$ cat config.mk
export PLATFORM = sky130hd
export DESIGN_NAME = vrcfg_bank
export DESIGN_NICKNAME = d
export VERILOG_FILES = /design/src/hw/vrcfg_pkg.sv /design/src/hw/vrcfg_bank.sv
export VERILOG_INCLUDE_DIRS = /design/src /design/src/hw
export SDC_FILE = /design/constraint.sdc
export NUM_CORES = 1
export LEC_CHECK = 0
export BUFFER_PORTS_ARGS = -buffer_cell sky130_fd_sc_hd__buf_2
export CORE_UTILIZATION = 50
export DETAILED_ROUTE_END_ITERATION = 8
export PLACE_DENSITY = 0.67
export SLEW_MARGIN = 20
export SYNTH_ARGS = -nofsm -noshare
export SYNTH_HDL_FRONTEND = slang
export SYNTH_SLANG_ARGS = --single-unit
$ cat constraint.sdc
create_clock -name core_clk -period 8.9 [get_ports core_clk]
set_input_delay 0.445 -clock core_clk [delete_from_list [all_inputs] [get_ports core_clk]]
set_output_delay 0.445 -clock core_clk [all_outputs]
set_load 0.05 [all_outputs]
$ cat src/hw/vrcfg_regs.svh
// Offsets, field positions, reset values and timing figures of the
// regulator configuration bank.
// Assumes a 200 MHz core clock; included by bare name.
`ifndef VRCFG_REGS_SVH
`define VRCFG_REGS_SVH

// Command codes of the four configuration registers
`define VRCFG_CFG_PRI_ADDR 8'hD2
`define VRCFG_CFG_DUP_ADDR 8'hD3
`define VRCFG_SS_DELAY_ADDR 8'hD4
`define VRCFG_SS_SLEW_ADDR 8'hD5

// Reset values
`define VRCFG_CFG_RST 8'h52
`define VRCFG_DELAY_RST 8'h03
`define VRCFG_SLEW_RST 8'h02

// Writable bits; the rest are reserved
`define VRCFG_CFG_WMASK 8'h7E
`define VRCFG_CODE_WMASK 8'h07

// Field positions of the configuration registers
`define VRCFG_PHASE_HI 6
`define VRCFG_PHASE_LO 4
`define VRCFG_TARGET_BIT 3
`define VRCFG_LOOP_BIT 2
`define VRCFG_LATCH_BIT 1

// Soft-start delay step and clock period
`define VRCFG_DELAY_STEP_NS 500000
`define VRCFG_CLK_NS 5
`define VRCFG_DELAY_STEP_CYC (`VRCFG_DELAY_STEP_NS / `VRCFG_CLK_NS)
// Latchoff timer as a multiple of the soft-start delay
`define VRCFG_LATCH_MULT 4
// Slew rate base and step in mV/ms
`define VRCFG_SLEW_BASE 100
`define VRCFG_SLEW_STEP 200

`endif
$ cat src/hw/vrcfg_pkg.sv
// Types shared by the regulator configuration bank.
// Assumes nothing of its surroundings.
package vrcfg_pkg;

    // Soft-start sequence: delays in one, three, five; ramps in two, four
    typedef enum logic [2:0] {
        ss_idle,
        soft_start_interval_one,
        ss_interval_two,
        soft_start_interval_three,
        soft_start_interval_four,
        soft_start_interval_five,
        ss_done
    } vrcfg_ss_t;

endpackage

$ cat src/hw/vrcfg_bank.sv
// Configuration bank of a multi-phase buck controller: phase count,
// voltage target source, gated test and latchoff enables, soft-start
// sequencing and the current-limit latchoff timer.
// Assumes the bus protocol engine sits on core_clk and presents one
// command code per access; vid_pins and current_limit_in are async pins.
`timescale 1ns/1ps
`include "vrcfg_regs.svh"

module vrcfg_bank #(
    parameter int unsigned DELAY_STEP_CYC = `VRCFG_DELAY_STEP_CYC
) (
    input wire logic core_clk,
    input wire logic reset,
    input wire logic clk_en,
    input wire logic [7:0] reg_addr,
    input wire logic reg_wr,
    input wire logic [7:0] reg_wdata,
    output logic [7:0] reg_rdata,
    input wire logic [7:0] vout_command,
    input wire logic [7:0] vid_pins,
    input wire logic softstart_go,
    input wire logic ramp_done,
    input wire logic current_limit_in,
    output logic [2:0] phase_count,
    output logic target_from_command_sel,
    output logic [7:0] vout_code,
    output logic loop_test_enable,
    output logic overcurrent_latchoff_enable,
    output logic latchoff,
    output vrcfg_pkg::vrcfg_ss_t ss_interval,
    output logic ramp_enable,
    output logic [10:0] slew_mv_per_ms
);

    ////////////////////////////////////////////////////////////////////
    // Functions

    // Phase field to phase count; bit 4 carries no meaning
    function automatic logic [2:0] phase_decode(input logic [2:0] f);
        logic [2:0] n;
        n = 3'h1;
        case (f[2:1])
            2'b10: n = 3'h2;
            2'b01: n = 3'h3;
            2'b11: n = 3'h4;
            default: n = 3'h1;
        endcase
        return n;
    endfunction

    // Delay code to cycles: (code + 1) half-millisecond steps
    function automatic logic [23:0] delay_cycles(input logic [2:0] c);
        return 24'((32'(c) + 32'h1) * DELAY_STEP_CYC);
    endfunction

    // Rise code to mV/ms
    function automatic logic [10:0] slew_decode(input logic [2:0] c);
        return 11'(`VRCFG_SLEW_BASE + `VRCFG_SLEW_STEP * 32'(c));
    endfunction

    ////////////////////////////////////////////////////////////////////
    // Registers

    logic [7:0] cfg_a_q;
    logic [7:0] cfg_b_q;
    logic [2:0] delay_q;
    logic [2:0] rise_q;
    logic wr_ok;

    assign wr_ok = clk_en && reg_wr;

    // Config copies keep reserved bits at their reset value
    always_ff @(posedge core_clk or posedge reset) begin
        if (reset) begin
            cfg_a_q <= `VRCFG_CFG_RST;
            cfg_b_q <= `VRCFG_CFG_RST;
        end else if (wr_ok) begin
            if (reg_addr == `VRCFG_CFG_PRI_ADDR) begin
                cfg_a_q <= (reg_wdata & `VRCFG_CFG_WMASK) | (`VRCFG_CFG_RST & ~`VRCFG_CFG_WMASK);
            end
            if (reg_addr == `VRCFG_CFG_DUP_ADDR) begin
                cfg_b_q <= (reg_wdata & `VRCFG_CFG_WMASK) | (`VRCFG_CFG_RST & ~`VRCFG_CFG_WMASK);
            end
        end
    end

    // Code registers hold three bits only; upper bits read as reset
    always_ff @(posedge core_clk or posedge reset) begin
        if (reset) begin
            delay_q <= 3'(`VRCFG_DELAY_RST & `VRCFG_CODE_WMASK);
            rise_q <= 3'(`VRCFG_SLEW_RST & `VRCFG_CODE_WMASK);
        end else if (wr_ok) begin
            if (reg_addr == `VRCFG_SS_DELAY_ADDR) begin
                delay_q <= reg_wdata[2:0];
            end
            if (reg_addr == `VRCFG_SS_SLEW_ADDR) begin
                rise_q <= reg_wdata[2:0];
            end
        end
    end

    // Registered read; unmapped codes return zero
    always_ff @(posedge core_clk or posedge reset) begin
        if (reset) begin
            reg_rdata <= 8'h00;
        end else if (clk_en) begin
            case (reg_addr)
                `VRCFG_CFG_PRI_ADDR: reg_rdata <= cfg_a_q;
                `VRCFG_CFG_DUP_ADDR: reg_rdata <= cfg_b_q;
                `VRCFG_SS_DELAY_ADDR: reg_rdata <= {5'h00, delay_q};
                `VRCFG_SS_SLEW_ADDR: reg_rdata <= {5'h00, rise_q};
                default: reg_rdata <= 8'h00;
            endcase
        end
    end

    ////////////////////////////////////////////////////////////////////
    // Pin synchronisers

    logic [7:0] vid_s1_q;
    logic [7:0] vid_s2_q;
    logic cl_s1_q;
    logic cl_s2_q;

    // Two stages each; only the second stage feeds logic
    always_ff @(posedge core_clk or posedge reset) begin
        if (reset) begin
            vid_s1_q <= 8'h00;
            vid_s2_q <= 8'h00;
            cl_s1_q <= 1'b0;
            cl_s2_q <= 1'b0;
        end else if (clk_en) begin
            vid_s1_q <= vid_pins;
            vid_s2_q <= vid_s1_q;
            cl_s1_q <= current_limit_in;
            cl_s2_q <= cl_s1_q;
        end
    end

    ////////////////////////////////////////////////////////////////////
    // Decoded configuration outputs

    // All registered, so each lags its register by one cycle
    always_ff @(posedge core_clk or posedge reset) begin
        if (reset) begin
            phase_count <= 3'h1;
            target_from_command_sel <= 1'b0;
            vout_code <= 8'h00;
            loop_test_enable <= 1'b0;
            overcurrent_latchoff_enable <= 1'b1;
            slew_mv_per_ms <= 11'h000;
        end else if (clk_en) begin
            phase_count <= phase_decode(cfg_a_q[`VRCFG_PHASE_HI:`VRCFG_PHASE_LO]);
            target_from_command_sel <= cfg_a_q[`VRCFG_TARGET_BIT];
            vout_code <= cfg_a_q[`VRCFG_TARGET_BIT] ? vout_command : vid_s2_q;
            loop_test_enable <= cfg_a_q[`VRCFG_LOOP_BIT] & cfg_b_q[`VRCFG_LOOP_BIT];
            // A single stray clear must not defeat protection
            overcurrent_latchoff_enable <= cfg_a_q[`VRCFG_LATCH_BIT] | cfg_b_q[`VRCFG_LATCH_BIT];
            slew_mv_per_ms <= slew_decode(rise_q);
        end
    end

    ////////////////////////////////////////////////////////////////////
    // Soft-start sequencer

    vrcfg_pkg::vrcfg_ss_t ss_q;
    logic [23:0] ss_cnt_q;

    // Delay intervals count down a reloaded timer; ramps wait for ramp_done
    always_ff @(posedge core_clk or posedge reset) begin
        if (reset) begin
            ss_q <= vrcfg_pkg::ss_idle;
            ss_cnt_q <= 24'h000000;
        end else if (clk_en) begin
            case (ss_q)
                vrcfg_pkg::ss_idle, vrcfg_pkg::ss_done: begin
                    if (softstart_go) begin
                        ss_q <= vrcfg_pkg::soft_start_interval_one;
                        ss_cnt_q <= delay_cycles(delay_q) - 24'h000001;
                    end
                end
                vrcfg_pkg::soft_start_interval_one: begin
                    if (ss_cnt_q == 24'h000000) begin
                        ss_q <= vrcfg_pkg::ss_interval_two;
                    end else begin
                        ss_cnt_q <= ss_cnt_q - 24'h000001;
                    end
                end
                vrcfg_pkg::ss_interval_two: begin
                    if (ramp_done) begin
                        ss_q <= vrcfg_pkg::soft_start_interval_three;
                        ss_cnt_q <= delay_cycles(delay_q) - 24'h000001;
                    end
                end
                vrcfg_pkg::soft_start_interval_three: begin
                    if (ss_cnt_q == 24'h000000) begin
                        ss_q <= vrcfg_pkg::soft_start_interval_four;
                    end else begin
                        ss_cnt_q <= ss_cnt_q - 24'h000001;
                    end
                end
                vrcfg_pkg::soft_start_interval_four: begin
                    if (ramp_done) begin
                        ss_q <= vrcfg_pkg::soft_start_interval_five;
                        ss_cnt_q <= delay_cycles(delay_q) - 24'h000001;
                    end
                end
                vrcfg_pkg::soft_start_interval_five: begin
                    if (ss_cnt_q == 24'h000000) begin
                        ss_q <= vrcfg_pkg::ss_done;
                    end else begin
                        ss_cnt_q <= ss_cnt_q - 24'h000001;
                    end
                end
                default: ss_q <= vrcfg_pkg::ss_idle;
            endcase
        end
    end

    // Sequencer outputs, one cycle behind the state
    always_ff @(posedge core_clk or posedge reset) begin
        if (reset) begin
            ss_interval <= vrcfg_pkg::ss_idle;
            ramp_enable <= 1'b0;
        end else if (clk_en) begin
            ss_interval <= ss_q;
            ramp_enable <= (ss_q == vrcfg_pkg::ss_interval_two) || (ss_q == vrcfg_pkg::soft_start_interval_four);
        end
    end

    ////////////////////////////////////////////////////////////////////
    // Current-limit latchoff timer

    logic [25:0] lim_cnt_q;
    logic [25:0] lim_len;

    // Four delays; recomputed live so a new code applies at once
    assign lim_len = 26'(`VRCFG_LATCH_MULT) * {2'b00, delay_cycles(delay_q)};

    // Counts continuous limiting; a break in limiting restarts it
    always_ff @(posedge core_clk or posedge reset) begin
        if (reset) begin
            lim_cnt_q <= 26'h0000000;
            latchoff <= 1'b0;
        end else if (clk_en) begin
            if (softstart_go) begin
                lim_cnt_q <= 26'h0000000;
                latchoff <= 1'b0;
            end else if (!cl_s2_q || !overcurrent_latchoff_enable || latchoff) begin
                lim_cnt_q <= 26'h0000000;
            end else if (lim_cnt_q >= lim_len - 26'h0000001) begin
                latchoff <= 1'b1;
            end else begin
                lim_cnt_q <= lim_cnt_q + 26'h0000001;
            end
        end
    end

    ////////////////////////////////////////////////////////////////////
    // Assertions

    phase_two_a: assert property (@(posedge core_clk) disable iff (reset)
        ($past(clk_en) && $past(cfg_a_q[6:4]) == 3'b100) |-> phase_count == 3'h2)
        else $error("phase code 100 did not give two phases");

    phase_four_a: assert property (@(posedge core_clk) disable iff (reset)
        ($past(clk_en) && $past(cfg_a_q[6:4]) == 3'b110) |-> phase_count == 3'h4)
        else $error("phase code 110 did not give four phases");

    target_source_a: assert property (@(posedge core_clk) disable iff (reset)
        ($past(clk_en) && !$past(cfg_a_q[3])) |-> vout_code == $past(vid_s2_q))
        else $error("vid pins not followed with target bit clear");

    loop_both_a: assert property (@(posedge core_clk) disable iff (reset)
        loop_test_enable |-> ($past(cfg_a_q[2]) && $past(cfg_b_q[2])))
        else $error("loop test enabled without both copies set");

    latch_both_a: assert property (@(posedge core_clk) disable iff (reset)
        !overcurrent_latchoff_enable |-> (!$past(cfg_a_q[1]) && !$past(cfg_b_q[1])))
        else $error("latchoff disabled while a copy still enables it");

    dup_gate_a: assert property (@(posedge core_clk) disable iff (reset)
        (clk_en && !cfg_b_q[2]) |=> !loop_test_enable)
        else $error("duplicate copy did not gate loop test");

    delay_load_a: assert property (@(posedge core_clk) disable iff (reset)
        (clk_en && ss_q == vrcfg_pkg::ss_idle && softstart_go)
        |=> ss_cnt_q == delay_cycles($past(delay_q)) - 24'h000001)
        else $error("soft-start delay loaded with wrong length");

    latch_time_a: assert property (@(posedge core_clk) disable iff (reset)
        $rose(latchoff) |-> $past(lim_cnt_q) == $past(lim_len) - 26'h0000001)
        else $error("latchoff fired before four delays of limiting");

    slew_value_a: assert property (@(posedge core_clk) disable iff (reset)
        ($past(clk_en) && $past(rise_q) == 3'h7) |-> slew_mv_per_ms == 11'h5DC)
        else $error("top rise code not 1.5 V/ms");

    reserved_bits_a: assert property (@(posedge core_clk) disable iff (reset)
        (cfg_a_q[7] == 1'b0) && (cfg_a_q[0] == 1'b0) && (cfg_b_q[7] == 1'b0) && (cfg_b_q[0] == 1'b0))
        else $error("reserved config bit left its reset value");

endmodule

## Yosys cells after proc, flatten, opt, wreduce, memory -nomap -nowiden

Cells that the tools add are included.

| word-level totals | value |
|---|---|
| output and inout port bits | 38 |
| bits of input ports | 39 |
| bits in registers | 127 |

| operators by class | value |
|---|---|
| reductions and logical operators | 21 |
| $add $sub $neg | 6 |
| $mul | 2 |
| magnitude comparators | 1 |
| mux-type cells | 20 |
| equality and inequality tests | 23 |
| bitwise operators | 2 |

Operators by type and width:

| kind | number |
|---|---|
| $mux W26 | 3 |
| $mux W24 | 3 |
| $pmux W24 S3 | 1 |
| $sub A24 B1 Y24 const B | 2 |
| $eq A8 B8 Y1 const B | 4 |
| $pmux W7 S4 | 1 |
| $add A26 B1 Y26 const B | 1 |
| $ge A26 B26 Y1 | 1 |
| $logic_not A24 Y1 | 1 |
| $sub A23 B1 Y24 const B | 1 |
| $mux W3 | 6 |
| $pmux W3 S6 | 1 |
| $mul A4 B12 Y16 const B | 1 |
| $ne A2 B2 Y1 const B | 8 |
| $add A7 B11 Y11 const A | 1 |
| $reduce_and A2 Y1 | 5 |
| $eq A3 B3 Y1 const B | 3 |
| $pmux W3 S3 | 1 |
| $mul A5 B3 Y8 const A | 1 |
| $mux W8 | 1 |
| $reduce_and A7 Y1 | 1 |
| $eq A3 B2 Y1 const B | 2 |
| $reduce_and A5 Y1 | 1 |
| $add A3 B1 Y4 const B | 1 |
| other kinds (17) | 24 |

## Logic depth before layout (Yosys ltp)

Gate-level depths: netlist (run 1).

| logic depth | value |
|---|---|
| depth in word-level cells | 7 |
| depth in mapped cells | 25 |
| depth with buffers taken out | 22 |

## Worst setup path before layout (run 1)

No wires, ideal clock.

| path | value |
|---|---|
| kind | flip-flop to flip-flop |
| start | register delay_q[0] |
| end | register lim_cnt_q[16] |
| path slack | 3,052 ps |
| library setup time | 135 ps |
| arrival | 5,714 ps |
| stages on the path, launching flop included | 24 |
| path through | dfstp_2 -> buf_2 -> inv_1 -> ha_1 -> ha_1 -> ha_1 -> ha_1 -> a21oi_1 -> o21ai_0 -> a221o_1 -> nor3_1 -> or3_1 -> a21oi_1 -> xor2_1 -> ha_1 -> or4_1 -> a211oi_1 -> o21ai_0 -> a22o_1 -> clkbuf_1 -> clkbuf_1 -> nor4_1 -> xnor2_1 -> nor2_1 |

| between the ends | value |
|---|---|
| word-level cells in the longest chain between the ends | 6 |

Ends and longest elaborated chain:

| item | line | RTL |
|---|---|---|
| start: declaration | vrcfg_bank.sv:66 | `logic [2:0] delay_q;` |
| start signal: assignment | vrcfg_bank.sv:90 | `` delay_q <= 3'(`VRCFG_DELAY_RST & `VRCFG_CODE_WMASK); `` |
| start signal: assignment | vrcfg_bank.sv:94 | `delay_q <= reg_wdata[2:0];` |
| $add A3 B1 Y4 | vrcfg_bank.sv:53 | `return 24'((32'(c) + 32'h1) * DELAY_STEP_CYC);` |
| $mul A4 B12 Y16 | vrcfg_bank.sv:53 |  |
| $sub A23 B1 Y24 | vrcfg_bank.sv:251 | `end else if (lim_cnt_q >= lim_len - 26'h0000001) begin` |
| $ge A26 B26 Y1 | vrcfg_bank.sv:251 |  |
| $ne A3 B3 Y1 (no line) | - |  |
| $reduce_and A2 Y1 (no line) | - |  |
| end signal: assignment | vrcfg_bank.sv:254 | `lim_cnt_q <= lim_cnt_q + 26'h0000001;` |
| end: declaration | vrcfg_bank.sv:234 | `logic [25:0] lim_cnt_q;` |

No other way between the ends.
A chain may end at the register's enable or synchronous reset.

## Worst setup path after layout (run 1)

| path | value |
|---|---|
| start | register delay_q[0] |
| end | register lim_cnt_q[5] |

Same word-level chain as after synthesis.

==> metrics, run 1 <==
wire length of the first global-routing pass 28600 um; Total Die Area between 0.015 and 0.02 sq mm; number of port buffers 72; normalized max-slew margin approximately a third; crit-path max FO 13; number of enable-type register cells in the synthesized netlist 0; minimum hold slack approximately 0.12 ns; Max clock buf depth 2; core outline area ~0.014 sq mm; area taken by multi-input logic gates approximately 0.0039 sq mm; Pwr per Cell Area 238 mW/mm^2; status finished, final reports clean; post-layout min period 6.81 ns; number of design-rule violations left by the first detailed-router iteration between 300 and 400; series of cell instances along the critical path inv_1 > ha_1 > ha_1 > ha_1 > ha_1 > a21oi_1 > o21ai_0 > xnor2_1 > o21ai_0 > or2_2 > nor4_1 > nor2_1 > ha_1 > a21o_1 > a21o_1 > a211oi_1 > o21ai_0 > a21oi_1 > nand2_1 > or4_1 > nand3_1; Warnings, synthesis 0; worst setup margin ~2.1 ns; highest achievable clock rate roughly 150 MHz; adder-cell area share of the yosys netlist slightly below 8%; count of cell types in the netlist slightly below 70; clock tree from TritonCTS done; clock-pin transition on the worst setup and hold timing paths ~0.06 ns; Least-Margin Pin Slew 0.977 ns; hold-fix buffer count after cts 0; vias per std cell about 6; clock skew after layout slightly below 0.009 ns; half-perimeter wire length of the detailed placement result ~12000 um; cell at the root of the clock tree sky130_fd_sc_hd__clkbuf_16; FP Rows 43; most frequent cells in the layout sky130_fd_sc_hd__dfrtp_1, sky130_fd_sc_hd__buf_2, sky130_fd_sc_hd__nor2_1; Period Utilization, post-route roughly 77%; source of the critical timing path delay_q[0]; sequential element share of the synthesized area 42.6%; CP bufs+invs 1; Worst R2R Start delay_q[0]; slowest cell on the critical path sky130_fd_sc_hd__dfstp_2; post-synth top area share between 30% and 40%; path category of the worst min-delay check in2async; Worst path max stage delay roughly 0.7 ns; total congestion overflow 0; Worst Path Class, Setup reg2reg; number of H-tree levels 4; area fraction in compound gates after synthesis about 13%; Final Wtd Congestion about 0.81; Area contributors post-synth sky130_fd_sc_hd__dfrtp_1, sky130_fd_sc_hd__ha_1, sky130_fd_sc_hd__mux2_2; unrepaired setup endpoints after global routing no; fraction of layout cells with a size suffix above 1 22.0%; main flop type after synthesis sky130_fd_sc_hd__dfrtp_1; final antenna diode count 0; Simple-Gate Fraction of Synth Area 17.7%; clock latency reported for the late side of the worst-skew pair around 0.42 ns; worst ir drop on vdd 160 uV; Die Height 123 um; final slew viol count 0; number of buffers added for setup after CTS 0; area growth from synthesis to final layout 15.0%; DR pass1 iterations 5; max-capacitance violation count 0; cell count after synthesis ~750; Fin Setup TNS 0 ns; combinational family with the most area after synthesis simple AND/OR/NAND/NOR gates; post-CTS sizing 0; Post-Syn Area per Cell 9.76 sq um; mux cell area share after synthesis 8.57%; fill cell count roughly 1200; routed vias 5893; Die Width around 120 um; netlist area before placement ~0.0073 sq mm; number of clock sinks between 100 and 150; final-report hold violation count 0; Reg area 0.00312 sq mm; final net count just under 900; TritonCTS buffer count 17; overall routing resource usage between 20 and 25%; number of antenna violations at the first check in global routing 0; number of global-route vias before repair between 5000 and 6000; maximum number of pins on one net before global-route repair 73; antenna violation net count after detailed routing 0; leakage power of the design between 3 and 4 nW; cell type with the largest total area after synthesis sky130_fd_sc_hd__dfrtp_1; number of flip-flops and latches in the synthesized netlist 124; Top-Level Pins between 70 and 80; CP dominant cell by count sky130_fd_sc_hd__ha_1; crit end category flip-flop; cell type group with the largest total delay on the critical path compound AO/OA/AOI/OAI gates; effective utilization at floorplan between 50% and 60%; total length of routed wires 17100 um; Synth async-reset ratio 100%; average detailed-routed wire length per instance approximately 17 um; setup violation total in the final timing report 0; Worst setup SP type flip-flop; # DRC 0; Worst Path Arrival 7.17 ns; endpoint required time on the critical path between 9 and 10 ns; commonest non-fill, non-tap cell in the layout sky130_fd_sc_hd__dfrtp_1; share of the synthesized netlist area taken by xor and xnor gates roughly 5.7%; setup slack after placement approximately 2.2 ns
==> path summary, 6_finish.rpt <==
check / depth (start not counted) / slack [ns] / endpoint
worst max-delay path: 21 / 2.09 / lim_cnt_q[5]
worst min-delay path: 2 / 0.12 / lim_cnt_q[5]
worst max register to register: 21 / 2.09 / lim_cnt_q[5]
worst min register to register: 1 / 0.46 / slew_mv_per_ms[2]
max in group asynchronous: 3 / 7.43 / ss_q[1]
min in group core_clk: 2 / 0.26 / cl_s1_q
==> registers in the layout, summed over array words and instances (netlist names) <==
register,flops
lim_cnt_q,26
ss_cnt_q,24
slew_mv_per_ms,9
vid_s1_q,8
vid_s2_q,8
vout_code,8
reg_rdata,7
cfg_a_q,6
cfg_b_q,6
delay_q,3
phase_count,3
rise_q,3
ss_interval,3
ss_q,3
cl_s1_q,1
cl_s2_q,1
latchoff,1
loop_test_enable,1
overcurrent_latchoff_enable,1
ramp_enable,1
target_from_command_sel,1
==> layout make-up <==
class | instances | share of cell area, %
Clock inverter | 12 | 2.50
Tap cell | 180 | 2.68
Clock buffer | 20 | 5.31
Sequential cell | 124 | 37.1
Timing Repair Buffer | 75 | 4.55
Inverter | 30 | 1.37
Multi-Input combinational cell | 558 | 46.5
==> cell usage after synthesis, types with 16 or more instances <==
cell type                    n
sky130_fd_sc_hd__o21ai_0    34
sky130_fd_sc_hd__clkbuf_1   23
sky130_fd_sc_hd__nor4_1     16
sky130_fd_sc_hd__ha_1       46
sky130_fd_sc_hd__xnor2_1    27
sky130_fd_sc_hd__nor2_1     70
sky130_fd_sc_hd__xor2_1     19
sky130_fd_sc_hd__dfrtp_1   113
sky130_fd_sc_hd__inv_1      29
sky130_fd_sc_hd__a21oi_1    47
sky130_fd_sc_hd__nand2_1    58
sky130_fd_sc_hd__nand3_1    20
sky130_fd_sc_hd__mux2_2     45
sky130_fd_sc_hd__nor3_1     21
==> power breakdown <==
| group | total (W) | internal (W) | switching, W |
|---|---|---|---|
| Sequential | 0.000716 | 0.000637 | 0.0000786 |
| Combinational | 0.000508 | 0.000177 | 0.000331 |
| Clock | 0.000777 | 0.000508 | 0.000269 |
| Total | 0.00200 | 0.00132 | 0.000678 |
==> cell families (layout without fill, tap and decap cells) <==
kind of cell | Yosys count | after routing
buf+inv | 69 | 137
other cells | 1 | 3
mux | 57 | 57
fa+ha+maj | 46 | 46
simple gates | 253 | 253
xor+xnor | 47 | 47
compound gates | 152 | 152
flops | 124 | 124
==> layer usage <==
layer / up-vias / wire length, um / part of all wire (%) / GRT usage (%)
met2: 168 / 8310 / 49 / 39.2
li1: 2802 / - / - / -
met4: 0 / 378 / 2.2 / 9.22
met5: - / 0 / 0 / 0
met3: 35 / 925 / 5.4 / 7.15
met1: 2888 / 7480 / 44 / 31.2
==> stage by stage <==
step                utilization, %  cells  cell area (sq um)  total power [W]
CTS                           59.6    999               8410          0.00201
detailed placement            55.0    967               7750          0.00123
global placement              55.0    967               7750          0.00121
global route                  59.6    999               8410          0.00210
floorplan                        -    751               7320          0.00111
finish                        59.6    999               8410          0.00200
Note: power is estimated with default switching activity, not from simulation.
==> run 2: changes to the inputs <==
--- a/config.mk
+++ b/config.mk
@@ -6,10 +6,11 @@
 export SDC_FILE = /design/constraint.sdc
 export NUM_CORES = 1
 export LEC_CHECK = 0
+export ABC_AREA = 1
 export BUFFER_PORTS_ARGS = -buffer_cell sky130_fd_sc_hd__buf_2
 export CORE_UTILIZATION = 50
 export DETAILED_ROUTE_END_ITERATION = 8
-export PLACE_DENSITY = 0.67
+export PLACE_DENSITY = 0.66
 export SLEW_MARGIN = 20
 export SYNTH_ARGS = -nofsm -noshare
 export SYNTH_HDL_FRONTEND = slang
==> constraint.sdc (replaced) <==
create_clock -name core_clk -period 7 [get_ports core_clk]
set_input_delay 0.35 -clock core_clk [delete_from_list [all_inputs] [get_ports core_clk]]
set_output_delay 0.35 -clock core_clk [all_outputs]
set_load 0.05 [all_outputs]
==> run 2 against run 1 <==
- fmax increased by 20%
- synthesized cell count up 37%
- non-clock buffer count down 1
- final area grew 5.1%
- clock power grew 15%
- critical path type unchanged
- highest routed layer unchanged
==> metrics, run 2 <==
clock-pin transition on the worst setup and hold timing paths 0.07 ns (about the same); number of H-tree levels 4 (unchanged); Post-Syn Area per Cell 7.60 sq um (-22%); Final Instance Area 0.00884 sq mm (+5.1%); number of design-rule violations left by the first detailed-router iteration 395 (+12%); largest registers lim_cnt_q: 26 flops, ss_cnt_q: 24 flops, slew_mv_per_ms: 9 flops; FP Rows 45 (+4.7%); main flop type after synthesis sky130_fd_sc_hd__dfrtp_1; Worst setup SP type flip-flop; worst ir drop on vdd 208 uV (+30%); highest achievable clock rate 176 MHz (+20%); total congestion overflow 0 (unchanged); status finished, final reports clean; top routing layer in use met4; post-CTS sizing 0 (unchanged); netlist area before placement 0.00778 sq mm (+6.4%); max-capacitance violation count 0 (unchanged); # DRC 0 (unchanged); effective utilization at floorplan 51.2% (-0.68 points); Cell Area, Placed 0.00825 sq mm (+6.4%); fraction of layout cells with a size suffix above 1 14.6% (-7.4 points); crit-path max FO 26 (+13); cell at the root of the clock tree sky130_fd_sc_hd__clkbuf_16; final slew viol count 0 (unchanged); Die Height 127 um (+3.1%); metal1 wirelength 8650 um (+16%); cell type with the largest total area after synthesis sky130_fd_sc_hd__dfrtp_1; Least-Margin Pin Slew 0.901 ns (-0.0763 ns); Die Width 127 um (+3.1%); setup slack after placement 1.37 ns (-0.815 ns); Final Wtd Congestion 0.870 (+6.8%); maximum number of pins on one net before global-route repair 68 (-6.8%); normalized max-slew margin 39.9% (+5.1 points); post-synth top area share 36.3% (-2.3 points); leakage power of the design 4.25 nW (+12%); number of enable-type register cells in the synthesized netlist 0 (unchanged); count of cell types in the netlist 57 (-17%); Worst R2R Start delay_q[0]; Worst Path Class, Setup reg2reg; final net count 1173 (+32%); Synth async-reset ratio 100% (unchanged); Worst Path Arrival 5.97 ns (-1.20 ns); routed vias 6779 (+15%); commonest non-fill, non-tap cell in the layout sky130_fd_sc_hd__nand2_1; number of antenna violations at the first check in global routing 0 (unchanged); half-perimeter wire length of the detailed placement result 13100 um (+11%); number of flip-flops and latches in the synthesized netlist 124 (unchanged); number of clock sinks 124 (unchanged); vias per std cell 5.26 (-11%); cell types with the highest counts after synthesis sky130_fd_sc_hd__nand2_1, sky130_fd_sc_hd__inv_1, sky130_fd_sc_hd__dfrtp_1; Fin Setup TNS 0 ns (unchanged); Largest Register lim_cnt_q; worst setup margin 1.31 ns (-0.783 ns); crit end category flip-flop; Max clock buf depth 2 (unchanged); flip-flop count of the largest register, all copies and words added 26 (unchanged); clock tree from TritonCTS done; wire length of the first global-routing pass 30600 um (+6.8%); met2 layer wire length in the routed design 8960 um (+7.9%); number of global-route vias before repair 6215 (+7.9%); TritonCTS buffer count 17 (unchanged); depth of the most critical reg-to-reg path 23 (+9.5%); area growth from synthesis to final layout 13.6%; RR Endpoint lim_cnt_q[15]; endpoint required time on the critical path 7.28 ns (-1.98 ns); length of routed met3 wiring 675 um (-27%); core outline area 0.0152 sq mm (+7.8%); average detailed-routed wire length per instance 14.3 um (-16%); unrepaired setup endpoints after global routing no; R2R setup slack 1.31 ns (-0.78 ns); clock skew after layout 0.0133 ns (+0.00461 ns); library cell with the highest instance count after synthesis sky130_fd_sc_hd__nand2_1; Top-Level Pins 77 (unchanged); Period Utilization, post-route 81.3% (+4.8 points); final antenna diode count 0 (unchanged); path category of the worst min-delay check in2async; Warnings, synthesis 0 (unchanged); most frequent cells in the layout sky130_fd_sc_hd__nand2_1, sky130_fd_sc_hd__inv_1, sky130_fd_sc_hd__dfrtp_1; setup violation total in the final timing report 0 (unchanged); DR pass1 iterations 5 (unchanged); post-layout min period 5.69 ns (-1.12 ns); Area contributors post-synth sky130_fd_sc_hd__dfrtp_1, sky130_fd_sc_hd__nand2_1, sky130_fd_sc_hd__ha_1; cell count after synthesis 1024 (+37%); final-report hold violation count 0 (unchanged); number of buffers added for setup after CTS 0 (unchanged); clock latency reported for the late side of the worst-skew pair 0.43 ns (about the same); hold-fix buffer count after cts 0 (unchanged); overall routing resource usage 24.3% (-0.14 points); antenna violation net count after detailed routing 0 (unchanged); sequential element share of the synthesized area 40.1% (-2.6 points); Pwr per Cell Area 270 mW/mm^2 (+14%); total length of routed wires 18500 um (+8.2%); Total Die Area 0.0161 sq mm (+6.3%); number of port buffers 72 (unchanged)
## run 2: changes by cell type after synthesis, sizes merged, moves of 13 or more
| cell | change |
|---|---|
| nand2 | +219 |
| inv | +96 |
| o21ai | +73 |
| mux2 | -45 |
| nand3 | +29 |
| xnor2 | -26 |
| nor2 | +19 |
| a21oi | -14 |
| xor2 | +14 |
| nand4 | +13 |
## run 2: worst max path at each step
stage | depth (start not counted) | slack (ns) | from | end
2_1_floorplan | 21 | 2.37 | delay_q[0] | lim_cnt_q[7]
3_3_place_gp | 26 | 1.35 | delay_q[0] | lim_cnt_q[15]
3_5_place_dp | 26 | 1.37 | delay_q[0] | lim_cnt_q[15]
4_1_cts | 26 | 1.32 | delay_q[0] | lim_cnt_q[15]
5_1_grt | 26 | 0.65 | delay_q[0] | lim_cnt_q[15]
6_report | 23 | 1.31 | delay_q[0] | lim_cnt_q[15]
## run 2: cell type report
class                           instances  area (sq um)
Fill cell                            1441          6360
Sequential cell                       124          3120
Tap cell                              188           235
Inverter                              127           482
Timing Repair Buffer                   74           375
Clock inverter                         14           146
Clock buffer                           18           439
Multi-Input combinational cell        744          4040
## run 2: critical path, cell delays in order (launching register included)
cell and delay (ns):
sky130_fd_sc_hd__dfstp_2 0.63, sky130_fd_sc_hd__inv_2 0.19, sky130_fd_sc_hd__nor3_1 0.40, sky130_fd_sc_hd__ha_1 0.31, sky130_fd_sc_hd__ha_1 0.37, sky130_fd_sc_hd__ha_1 0.34, sky130_fd_sc_hd__inv_1 0.07, sky130_fd_sc_hd__o21bai_1 0.16
sky130_fd_sc_hd__inv_1 0.10, sky130_fd_sc_hd__o21ai_0 0.24, sky130_fd_sc_hd__a21oi_1 0.13, sky130_fd_sc_hd__nand3_1 0.10, sky130_fd_sc_hd__nand2_1 0.12, sky130_fd_sc_hd__inv_1 0.08, sky130_fd_sc_hd__nand3_1 0.09, sky130_fd_sc_hd__and2_1 0.22
sky130_fd_sc_hd__ha_1 0.31, sky130_fd_sc_hd__a2111oi_2 0.40, sky130_fd_sc_hd__nand4_1 0.27, sky130_fd_sc_hd__nand2_2 0.45, sky130_fd_sc_hd__inv_2 0.19, sky130_fd_sc_hd__nor2_1 0.16, sky130_fd_sc_hd__nand2_1 0.06, sky130_fd_sc_hd__nor3b_1 0.13
## run 2: metal layers
layer,track usage (%),vias to the layer above
met5,0,-
met4,6.72,0
met3,4.85,16
met2,41.1,128
met1,31.7,3176
li1,-,3459
## run 2: cells by family (layout without fill, tap and decap cells)
group / count (synthesis) / after routing / synth area share, %
buffers and inverters: 158 / 233 / 8.14
other: 1 / 3 / 0.0482
AO/OA/AOI/OAI: 177 / 177 / 12.8
XOR/XNOR: 35 / 35 / 3.94
flip-flops: 124 / 124 / 40.1
adder cells (fa/ha/maj): 46 / 46 / 7.40
AND/OR/NAND/NOR: 483 / 483 / 27.7
## run 2: per-stage QoR
step | power (W) | cells | utilization (%) | hold WS (ns)
after CTS | 0.00241 | 1289 | 58.1 | 0.0783
after detailed placement | 0.00151 | 1257 | 54.3 | 0.453
after global routing | 0.00252 | 1289 | 58.1 | 0.0935
final | 0.00239 | 1289 | 58.1 | 0.0534
after floorplan | 0.00138 | 1026 | - | 0.437
after global placement | 0.00150 | 1257 | 54.3 | 0.448
## run 2: where the power goes
part	total, W	internal (W)	switching (W)
logic	0.000607	0.000175	0.000432
registers	0.000892	0.000816	0.0000764
clock network	0.000892	0.000513	0.000379
